**config.mk**
```make
export PLATFORM = sky130hd
export DESIGN_NAME = tlr_timer
export DESIGN_NICKNAME = d
export VERILOG_FILES = /design/src/hdl/tlr_pkg.sv /design/src/hdl/tlr_timer.sv
export SDC_FILE = /design/constraint.sdc
export NUM_CORES = 1
export LEC_CHECK = 0
export ABC_AREA = 1
export BUFFER_PORTS_ARGS = -buffer_cell sky130_fd_sc_hd__buf_2
export CAP_MARGIN = 20
export CORE_MARGIN = 2
export CORE_UTILIZATION = 40
export CTS_CLUSTER_SIZE = 16
export DETAILED_ROUTE_END_ITERATION = 8
export PLACE_DENSITY = 0.62
export RECOVER_POWER = 100
export SLEW_MARGIN = 20
export SYNTH_ARGS = -nofsm -noshare
export SYNTH_HDL_FRONTEND = slang
export SYNTH_SLANG_ARGS = --single-unit
```
**constraint.sdc**
```tcl
create_clock -name aclk -period 1.4 [get_ports aclk]
set_clock_uncertainty 0.15 [all_clocks]
set_input_delay 0.28 -clock aclk [delete_from_list [all_inputs] [get_ports aclk]]
set_output_delay 0.28 -clock aclk [all_outputs]
set_load 0.1 [all_outputs]
```
**src/hdl/tlr_pkg.sv**
```systemverilog
package tlr_pkg;
   // =====================================================
   // register map (byte addresses, one word each)
   // =====================================================
   localparam logic [3:0] TLR_OFF_CONTROL = 4'h0;
   localparam logic [3:0] TLR_OFF_COUNT   = 4'h4;
   localparam logic [3:0] TLR_OFF_PERIOD  = 4'h8;
   localparam logic [3:0] TLR_OFF_PWCMP   = 4'hC;
   localparam logic [3:0] TLR_OFF_MODE    = 4'h0;

   // =====================================================
   // control register fields
   // =====================================================
   localparam int TLR_CTL_ON_BIT  = 7;
   localparam int TLR_CTL_MODE_LO = 8;
   localparam int TLR_CTL_MODE_HI = 12;
   localparam logic [4:0] TLR_MODE_LIMIT_LOW  = 5'h06;
   localparam logic [4:0] TLR_MODE_LIMIT_HIGH = 5'h07;

   // =====================================================
   // reset values, timing and response codes
   // =====================================================
   localparam logic [7:0] TLR_RST_CONTROL = 8'h00;
   localparam logic [4:0] TLR_RST_MODE    = 5'h00;
   localparam logic [7:0] TLR_RST_COUNT   = 8'h00;
   localparam logic [7:0] TLR_RST_PERIOD  = 8'hFF;
   localparam logic [7:0] TLR_RST_PWCMP   = 8'h80;
   localparam logic [1:0] TLR_LIMIT_DELAY = 2'h2;
   localparam logic [1:0] TLR_RESP_OKAY   = 2'h0;
   localparam logic [1:0] TLR_RESP_SLVERR = 2'h2;

   typedef struct packed {
      logic       on;
      logic [4:0] mode;
   } tlr_ctl_t;
endpackage

```
**src/hdl/tlr_timer.sv**
```systemverilog
`timescale 1ns/1ps
module tlr_timer
   import tlr_pkg::*;
(
   input  wire logic        aclk,
   input  wire logic        aresetn,
   input  wire logic [3:0]  s_axi_awaddr,
   input  wire logic        s_axi_awvalid,
   output logic             s_axi_awready,
   input  wire logic [31:0] s_axi_wdata,
   input  wire logic [3:0]  s_axi_wstrb,
   input  wire logic        s_axi_wvalid,
   output logic             s_axi_wready,
   output logic [1:0]       s_axi_bresp,
   output logic             s_axi_bvalid,
   input  wire logic        s_axi_bready,
   input  wire logic [3:0]  s_axi_araddr,
   input  wire logic        s_axi_arvalid,
   output logic             s_axi_arready,
   output logic [31:0]      s_axi_rdata,
   output logic [1:0]       s_axi_rresp,
   output logic             s_axi_rvalid,
   input  wire logic        s_axi_rready,
   input  wire logic        ext_limit_reset_input,
   output logic             pwm_out_r
);

   // =====================================================
   // state
   // =====================================================
   typedef enum logic [2:0] {
      TLR_RUN  = 3'b001,
      TLR_HOLD = 3'b010,
      TLR_REL  = 3'b100
   } tlr_state_t;

   tlr_state_t  state_r;
   tlr_ctl_t    ctl_r;
   logic [7:0]  count_r;
   logic [7:0]  period_r;
   logic [7:0]  pwcmp_r;
   logic [1:0]  act_cnt_r;
   logic [1:0]  rel_cnt_r;
   logic [3:0]  aw_addr_r;
   logic        aw_have_r;
   logic [31:0] w_data_r;
   logic [3:0]  w_strb_r;
   logic        w_have_r;
   logic        ext_active;
   logic        limit_en;
   logic        period_hit;
   logic        wr_go;
   logic        sw_count_wr;
   logic [7:0]  count_nxt;

   // register decode used for both read and write paths
   function automatic logic tlr_mapped(input logic [3:0] a);
      return (a == TLR_OFF_CONTROL) || (a == TLR_OFF_COUNT) ||
             (a == TLR_OFF_PERIOD) || (a == TLR_OFF_PWCMP);
   endfunction

   // =====================================================
   // limit input qualification
   // =====================================================
   // only the two level modes react; off means input ignored
   assign limit_en   = ctl_r.on && ((ctl_r.mode == TLR_MODE_LIMIT_LOW) ||
                                    (ctl_r.mode == TLR_MODE_LIMIT_HIGH));
   assign ext_active = limit_en &&
                       ((ctl_r.mode == TLR_MODE_LIMIT_LOW) ? !ext_limit_reset_input
                                                           : ext_limit_reset_input);
   assign period_hit = ctl_r.on && (state_r == TLR_RUN) && (count_r == period_r);
   assign wr_go      = aw_have_r && w_have_r && !s_axi_bvalid;
   assign sw_count_wr = wr_go && (aw_addr_r == TLR_OFF_COUNT) && w_strb_r[0];

   // =====================================================
   // external limit sequencer
   // =====================================================
   // a glitch shorter than two clocks never clears the count
   always_ff @(posedge aclk) begin
      if (!aresetn) begin
         state_r   <= TLR_RUN;
         act_cnt_r <= 2'h0;
         rel_cnt_r <= 2'h0;
      end else begin
         case (state_r)
            TLR_RUN: begin
               rel_cnt_r <= 2'h0;
               if (!ext_active) begin
                  act_cnt_r <= 2'h0;
               end else if (act_cnt_r == TLR_LIMIT_DELAY - 2'h1) begin
                  state_r   <= TLR_HOLD;
                  act_cnt_r <= 2'h0;
               end else begin
                  act_cnt_r <= act_cnt_r + 2'h1;
               end
            end
            TLR_HOLD: begin
               if (!ext_active) begin
                  state_r   <= TLR_REL;
                  rel_cnt_r <= 2'h1;
               end
            end
            TLR_REL: begin
               if (ext_active) begin
                  state_r   <= TLR_HOLD;
                  rel_cnt_r <= 2'h0;
               end else if (rel_cnt_r == TLR_LIMIT_DELAY - 2'h1) begin
                  state_r   <= TLR_RUN;
                  rel_cnt_r <= 2'h0;
               end else begin
                  rel_cnt_r <= rel_cnt_r + 2'h1;
               end
            end
            default: begin
               state_r   <= TLR_RUN;
               act_cnt_r <= 2'h0;
               rel_cnt_r <= 2'h0;
            end
         endcase
      end
   end

   // =====================================================
   // counter
   // =====================================================
   always_comb begin
      count_nxt = count_r;
      if (sw_count_wr) begin
         count_nxt = w_data_r[7:0];
      end else if (!ctl_r.on) begin
         count_nxt = count_r;
      end else if (state_r != TLR_RUN || (ext_active && act_cnt_r == TLR_LIMIT_DELAY - 2'h1)) begin
         count_nxt = 8'h00;
      end else if (period_hit) begin
         count_nxt = 8'h00;
      end else begin
         count_nxt = count_r + 8'h01;
      end
   end

   always_ff @(posedge aclk) begin
      if (!aresetn) begin
         count_r <= TLR_RST_COUNT;
      end else begin
         count_r <= count_nxt;
      end
   end

   // =====================================================
   // pwm output
   // =====================================================
   // held during hold: only a compare match ends the pulse
   always_ff @(posedge aclk) begin
      if (!aresetn) begin
         pwm_out_r <= 1'b0;
      end else if (ctl_r.on && state_r == TLR_RUN) begin
         if (period_hit) begin
            pwm_out_r <= 1'b1;
         end else if (count_r == pwcmp_r) begin
            pwm_out_r <= 1'b0;
         end
      end else if (state_r == TLR_REL && rel_cnt_r == TLR_LIMIT_DELAY - 2'h1 &&
                   !ext_active) begin
         pwm_out_r <= 1'b1;
      end
   end

   // =====================================================
   // axi4-lite write channel
   // =====================================================
   // address and data taken independently, response after both
   always_ff @(posedge aclk) begin
      if (!aresetn) begin
         aw_have_r     <= 1'b0;
         w_have_r      <= 1'b0;
         aw_addr_r     <= 4'h0;
         w_data_r      <= 32'h0000_0000;
         w_strb_r      <= 4'h0;
         s_axi_awready <= 1'b0;
         s_axi_wready  <= 1'b0;
         s_axi_bvalid  <= 1'b0;
         s_axi_bresp   <= TLR_RESP_OKAY;
      end else begin
         s_axi_awready <= !aw_have_r && !s_axi_awready && s_axi_awvalid;
         s_axi_wready  <= !w_have_r && !s_axi_wready && s_axi_wvalid;
         if (s_axi_awvalid && s_axi_awready) begin
            aw_have_r <= 1'b1;
            aw_addr_r <= s_axi_awaddr;
         end
         if (s_axi_wvalid && s_axi_wready) begin
            w_have_r <= 1'b1;
            w_data_r <= s_axi_wdata;
            w_strb_r <= s_axi_wstrb;
         end
         if (wr_go) begin
            aw_have_r    <= 1'b0;
            w_have_r     <= 1'b0;
            s_axi_bvalid <= 1'b1;
            s_axi_bresp  <= tlr_mapped(aw_addr_r) ? TLR_RESP_OKAY : TLR_RESP_SLVERR;
         end else if (s_axi_bvalid && s_axi_bready) begin
            s_axi_bvalid <= 1'b0;
         end
      end
   end

   // register storage, byte lanes honoured
   always_ff @(posedge aclk) begin
      if (!aresetn) begin
         ctl_r    <= '{on: TLR_RST_CONTROL[TLR_CTL_ON_BIT], mode: TLR_RST_MODE};
         period_r <= TLR_RST_PERIOD;
         pwcmp_r  <= TLR_RST_PWCMP;
      end else if (wr_go) begin
         if (aw_addr_r == TLR_OFF_CONTROL && w_strb_r[0]) begin
            ctl_r.on <= w_data_r[TLR_CTL_ON_BIT];
         end
         if (aw_addr_r == TLR_OFF_MODE && w_strb_r[1]) begin
            ctl_r.mode <= w_data_r[TLR_CTL_MODE_HI:TLR_CTL_MODE_LO];
         end
         if (aw_addr_r == TLR_OFF_PERIOD && w_strb_r[0]) begin
            period_r <= w_data_r[7:0];
         end
         if (aw_addr_r == TLR_OFF_PWCMP && w_strb_r[0]) begin
            pwcmp_r <= w_data_r[7:0];
         end
      end
   end

   // =====================================================
   // axi4-lite read channel
   // =====================================================
   always_ff @(posedge aclk) begin
      if (!aresetn) begin
         s_axi_arready <= 1'b0;
         s_axi_rvalid  <= 1'b0;
         s_axi_rdata   <= 32'h0000_0000;
         s_axi_rresp   <= TLR_RESP_OKAY;
      end else begin
         s_axi_arready <= !s_axi_arready && !s_axi_rvalid && s_axi_arvalid;
         if (s_axi_arvalid && s_axi_arready) begin
            s_axi_rvalid <= 1'b1;
            s_axi_rresp  <= tlr_mapped(s_axi_araddr) ? TLR_RESP_OKAY : TLR_RESP_SLVERR;
            case (s_axi_araddr)
               TLR_OFF_CONTROL: s_axi_rdata <= {19'h0, ctl_r.mode, ctl_r.on, 7'h00};
               TLR_OFF_COUNT:   s_axi_rdata <= {24'h0, count_r};
               TLR_OFF_PERIOD:  s_axi_rdata <= {24'h0, period_r};
               TLR_OFF_PWCMP:   s_axi_rdata <= {24'h0, pwcmp_r};
               default:         s_axi_rdata <= 32'h0000_0000;
            endcase
         end else if (s_axi_rvalid && s_axi_rready) begin
            s_axi_rvalid <= 1'b0;
         end
      end
   end

endmodule // tlr_timer

```
Yosys cells after proc, flatten, opt, wreduce, memory -nomap -nowiden
Cells that the tools add are included.
{"block": "totals", "regBits": 100, "latch_bits": 0, "mem_bits_rw": 0, "rom_bits": 0, "input_bits": 52, "out_inout_bits": 42, "elab_cells": 133, "memories": 0}
{"block": "op_classes", "add_sub_neg": 3, "multipliers": 0, "div": 0, "order_cmp": 0, "n_eq_ne": 21, "shifts": 0, "n_mux": 29, "n_bitwise": 1, "reduce_logical": 57}
{"cell": "$pmux 13 s4", "n": 1}
{"cell": "$mux 8", "n": 4}
{"cell": "$logic_and 1x1->1", "n": 26}
{"cell": "$eq 4x4->1 const B", "n": 4}
{"cell": "$eq 8x8->1", "n": 2}
{"cell": "$mux 3", "n": 5}
{"cell": "$mux 2", "n": 7}
{"cell": "$eq 5x3->1 const B", "n": 2}
{"cell": "$reduce_and 2->1", "n": 5}
{"cell": "$logic_not 1->1", "n": 9}
{"cell": "$mux 1", "n": 9}
{"cell": "$pmux 3 s3", "n": 1}
{"cell": "$add 8x1->8 const B", "n": 1}
{"cell": "$eq 4x3->1 const B", "n": 2}
{"cell": "$logic_not 4->1", "n": 2}
{"cell": "$logic_or 1x1->1", "n": 8}
{"cell": "$pmux 2 s2", "n": 2}
{"cell": "$reduce_bool 2->1", "n": 4}
{"cell": "$ne 2x2->1 const B", "n": 3}
{"cell": "$add 2x1->2 const B", "n": 2}
{"cell": "$eq 2x1->1 const B", "n": 2}
{"cell": "$reduce_and 4->1", "n": 1}
{"cell": "$reduce_or 2->1", "n": 2}
{"cell": "$eq 3x1->1 const B", "n": 1}
{"cell": "other kinds (6)", "n": 6}

Logic depth before layout (Yosys ltp)
{"block": "logic_depth", "depth_word": 9, "depth_mapped": 10, "mapped_depth_nobuf": 10}

Worst setup path after synthesis
OpenSTA, ideal clock, no wires.
{"block": "synth_timing", "kind": "flip-flop to flip-flop", "startpoint": "register s_axi_arready", "endpoint": "register s_axi_rdata[3]", "t_arrival_ns": 1.900, "slack_ns": -0.721, "stages_incl_launch_ff": 6, "synth_period_minus_slack_ns": 2.121, "path_cell_list": "dfxtp_1 > nand2_1 > inv_1 > clkbuf_1 > nand2_1 > a21oi_1"}
{"block": "synth_via", "elab_chain_len": 1}
{"element": "start: declaration", "line_no": "tlr_timer.sv:19", "source": "output logic s_axi_arready,"}
{"element": "start signal: assignment", "line_no": "tlr_timer.sv:238", "source": "s_axi_arready <= !s_axi_arready && !s_axi_rvalid && s_axi_arvalid;"}
{"element": "$logic_and 1x1->1", "line_no": "tlr_timer.sv:239", "source": "if (s_axi_arvalid && s_axi_arready) begin"}
{"element": "end signal: assignment", "line_no": "tlr_timer.sv:243", "source": "TLR_OFF_CONTROL: s_axi_rdata <= {19'h0, ctl_r.mode, ctl_r.on, 7'h00};"}
{"element": "end signal: assignment", "line_no": "tlr_timer.sv:244", "source": "TLR_OFF_COUNT: s_axi_rdata <= {24'h0, count_r};"}
{"element": "end signal: assignment", "line_no": "tlr_timer.sv:245", "source": "TLR_OFF_PERIOD: s_axi_rdata <= {24'h0, period_r};"}
{"element": "end: declaration", "line_no": "tlr_timer.sv:20", "source": "output logic [31:0] s_axi_rdata,"}
No other way between the ends.
A chain may end at the register's enable or synchronous reset.

Worst setup path after layout
{"block": "layout_timing", "startpoint": "register w_have_r", "endpoint": "register ctl_r[5] (netlist bit)"}
{"block": "layout_via", "elab_chain_len": 3}
{"element": "start: declaration", "line_no": "tlr_timer.sv:48", "source": "logic w_have_r;"}
{"element": "start signal: assignment", "line_no": "tlr_timer.sv:175", "source": "w_have_r <= 1'b0;"}
{"element": "start signal: assignment", "line_no": "tlr_timer.sv:191", "source": "w_have_r <= 1'b1;"}
{"element": "start signal: assignment", "line_no": "tlr_timer.sv:197", "source": "w_have_r <= 1'b0;"}
{"element": "$logic_and 1x1->1 (2 in a row)", "line_no": "tlr_timer.sv:72", "source": "assign wr_go = aw_have_r && w_have_r && !s_axi_bvalid;"}
{"element": "$reduce_and 2->1 (no source line)"}
{"element": "end signal: assignment", "line_no": "tlr_timer.sv:209", "source": "ctl_r <= '{on: TLR_RST_CONTROL[TLR_CTL_ON_BIT], mode: TLR_RST_MODE};"}
{"element": "end: declaration", "line_no": "tlr_timer.sv:38", "source": "tlr_ctl_t ctl_r;"}
No other way between the ends.

==> flow_metrics.env <==
export IMPL_outcome="finished, violations left"
export IMPL_violations="negative setup slack"
export IMPL_hold_viol_final=0
export IMPL_required_ps=1480
export IMPL_setup_tns_ps=-1190
export IMPL_maxSlewViolCount=0
export IMPL_holdWs_ps=31.3
export IMPL_placed_area_um2=5020
export IMPL_worst_setup_path_type="flop to flop"
export IMPL_core_area_um2=9280
export IMPL_wl_met1_um=4240
export IMPL_syn_inst=537
export IMPL_final_seq_area_um2=1630
export IMPL_routedWlPerCell_um=13.2
export IMPL_cts_buffer_depth=2
export IMPL_worst_slack_ps=-86.3
export IMPL_totalWireLength_um=10500
export IMPL_numClockSinks=79
export IMPL_cp_arrival_ps=1560
export IMPL_syn_area_um2=3830
export IMPL_portBuffers=51
export IMPL_wl_met2_um=5540
export IMPL_dr_wl_met3_um=544
export IMPL_io_pins=94
export IMPL_n_antenna_cell=0
export IMPL_grt_total_usage=0.208
export IMPL_initial_utilization=0.413
export IMPL_synth_edf_count=0
export IMPL_synth_distinct_cells=35
export IMPL_cts_made_buffers=9
export IMPL_grt_max_degree=29
export IMPL_setup_viol=32
export IMPL_synth_top_area_cell="dfxtp_1"
export IMPL_critPathMaxFanout=5
export IMPL_antenna_found_initial=0
export IMPL_ir_drop_uv=582
export IMPL_cts_root_buf="clkbuf_8"
export IMPL_post_place_ws_ps=-163
export IMPL_first_pass_iters=4
export IMPL_hold_start="s_axi_wdata[9]"
export IMPL_layout_worst_path_cycle_share=1.06
export IMPL_rsz0062_at_grt="yes"
export IMPL_n_fill_cell=835
export IMPL_cts_tree="built"
export IMPL_final_util=0.626
export IMPL_grt_overflow_total=0
export IMPL_ys_warn_count=0
export IMPL_leakage_nw=2.53
export IMPL_syn_to_final_growth_pct=51.5
export IMPL_endpoint_kind="flop"
export IMPL_clkLatencyLatePin_ps=350
export IMPL_finalNonFillerCells=798
export IMPL_synth_area_top_cells="dfxtp_1, nand2_1, inv_1"
export IMPL_power_mw=5.09
export IMPL_synth_top_area_frac=0.412
export IMPL_multi_input_area_um2=2270
export IMPL_syn_area_per_cell_um2=7.14
export IMPL_critPathLaunch="w_have_r"
export IMPL_dieHeight_um=102
export IMPL_grt_pass1_vias=3758
export IMPL_num_nets_final=717
export IMPL_vias=3821
export IMPL_fmax_mhz=673
export IMPL_num_rows=35
export IMPL_drive_gt1_frac=0.414
export IMPL_vias_per_cell=4.79
export IMPL_drt_iter0_markers=159
export IMPL_place_inst=771
export IMPL_ys_seq_area_frac=0.412
export IMPL_dpl_hpwl_um=7200
export IMPL_htreeDepth=3
export IMPL_fin_area_um2=5810
export IMPL_yosysMostFrequentCell="nand2_1"
export IMPL_gp_congestion=0.871
export IMPL_die_area_um2=10400
export IMPL_clkTransAtPathRegs_ps=90
export IMPL_async_flop_share=0
export IMPL_dieWidth_um=102
export IMPL_synth_flop_cell="dfxtp_1"
export IMPL_max_cap_violations=0
export IMPL_ys_ff_latch=79
export IMPL_ant_nets=0
export IMPL_regToRegStartpoint="w_have_r"
export IMPL_drc_errors=0
export IMPL_power_density_nw_per_um2=876
export IMPL_grt_pass1_wl_um=17000
export IMPL_worst_setup_path_start_kind="flop"
export IMPL_routed_top_layer="met4"
export IMPL_yosys_top_cells_count="nand2_1, dfxtp_1, inv_1"
export IMPL_hold_class="primary input to flop"
export IMPL_min_period_ps=1490
## report_power, final
part / switching [mW] / internal [mW]
clock network: 0.864 / 1.01
registers: 0.0494 / 2.29
logic: 0.631 / 0.244
total: 1.54 / 3.54
## routing by layer
metal  track usage  up-vias
met5             0        -
met4        0.0687        0
met3        0.0417       25
met2         0.374      125
met1         0.248     1725
li1              -     1946
## critical path, stage by stage, from the launching register on
cell and delay, ps:
dfxtp_4 380, nand2_4 50, nor2_4 150, buf_6 120, nand2_4 40, nor2_4 180, nand2_2 100, nor2_2 130
a211oi_2 40
## cell usage in the layout, fill, tap and decap left out, drive strengths merged
master       instances
nand2              130
buf                124
dfxtp               79
inv                 68
nor2                53
a21oi               44
o21ai               44
nand3               31
conb                21
clkbuf              12
o211ai              10
xnor2                9
nor3                 9
a211oi               7
clkinv               6
xor2                 4
nand4                4
dlygate4sd3          3
or2                  2
bufinv               2
clkinvlp             2
o31ai                1
a31oi                1
o21bai               1
o22ai                1
ha                   1
## layout make-up
| type | count | share of cell area |
|---|---|---|
| clock inverter | 7 | 0.0168 |
| timing repair inverter | 1 | 0.000862 |
| inverter | 70 | 0.0474 |
| timing repair buffer | 130 | 0.214 |
| sequential | 79 | 0.281 |
| multi-input combinational | 373 | 0.390 |
| clock buffer | 9 | 0.0213 |
| tap | 129 | 0.0278 |
## repair_timing
item,4_1_cts,5_1_grt
gates resized for setup,54,92
gates cloned,3,0
pin swaps,9,25
hold buffers,3,0
setup buffers,3,3
endpoints found under the setup margin,35,42
hold endpoints to repair,3,0
## registers in the layout, summed over array words and instances (netlist names)
| register | cells |
|---|---|
| act_cnt_r | 2 |
| aw_addr_r | 4 |
| aw_have_r | 1 |
| count_r | 8 |
| ctl_r | 6 |
| period_r | 8 |
| pwcmp_r | 8 |
| pwm_out_r | 1 |
| rel_cnt_r | 2 |
| s_axi_arready | 1 |
| s_axi_awready | 1 |
| s_axi_bresp | 1 |
| s_axi_bvalid | 1 |
| s_axi_rdata | 13 |
| s_axi_rresp | 1 |
| s_axi_rvalid | 1 |
| s_axi_wready | 1 |
| state_r | 3 |
| w_data_r | 13 |
| w_have_r | 1 |
| w_strb_r | 2 |
## path summary, 6_finish.rpt
kind	to	slack, ps	cells past startpoint
worst min-delay path	w_data_r[9]	30	3
worst max register to register	ctl_r[5]	-90	8
worst max-delay path	ctl_r[5]	-90	8
worst min register to register	act_cnt_r[1]	300	2
## cell families after synthesis
logic type | count (synthesis) | synth area share
other cells | 1 | 0.000978
xor+xnor | 13 | 0.0297
flops | 79 | 0.412
buf+inv | 107 | 0.132
fa+ha+maj | 1 | 0.00326
compound gates | 109 | 0.161
simple gates | 227 | 0.261
No activity file was read; power rests on OpenSTA's default activity.
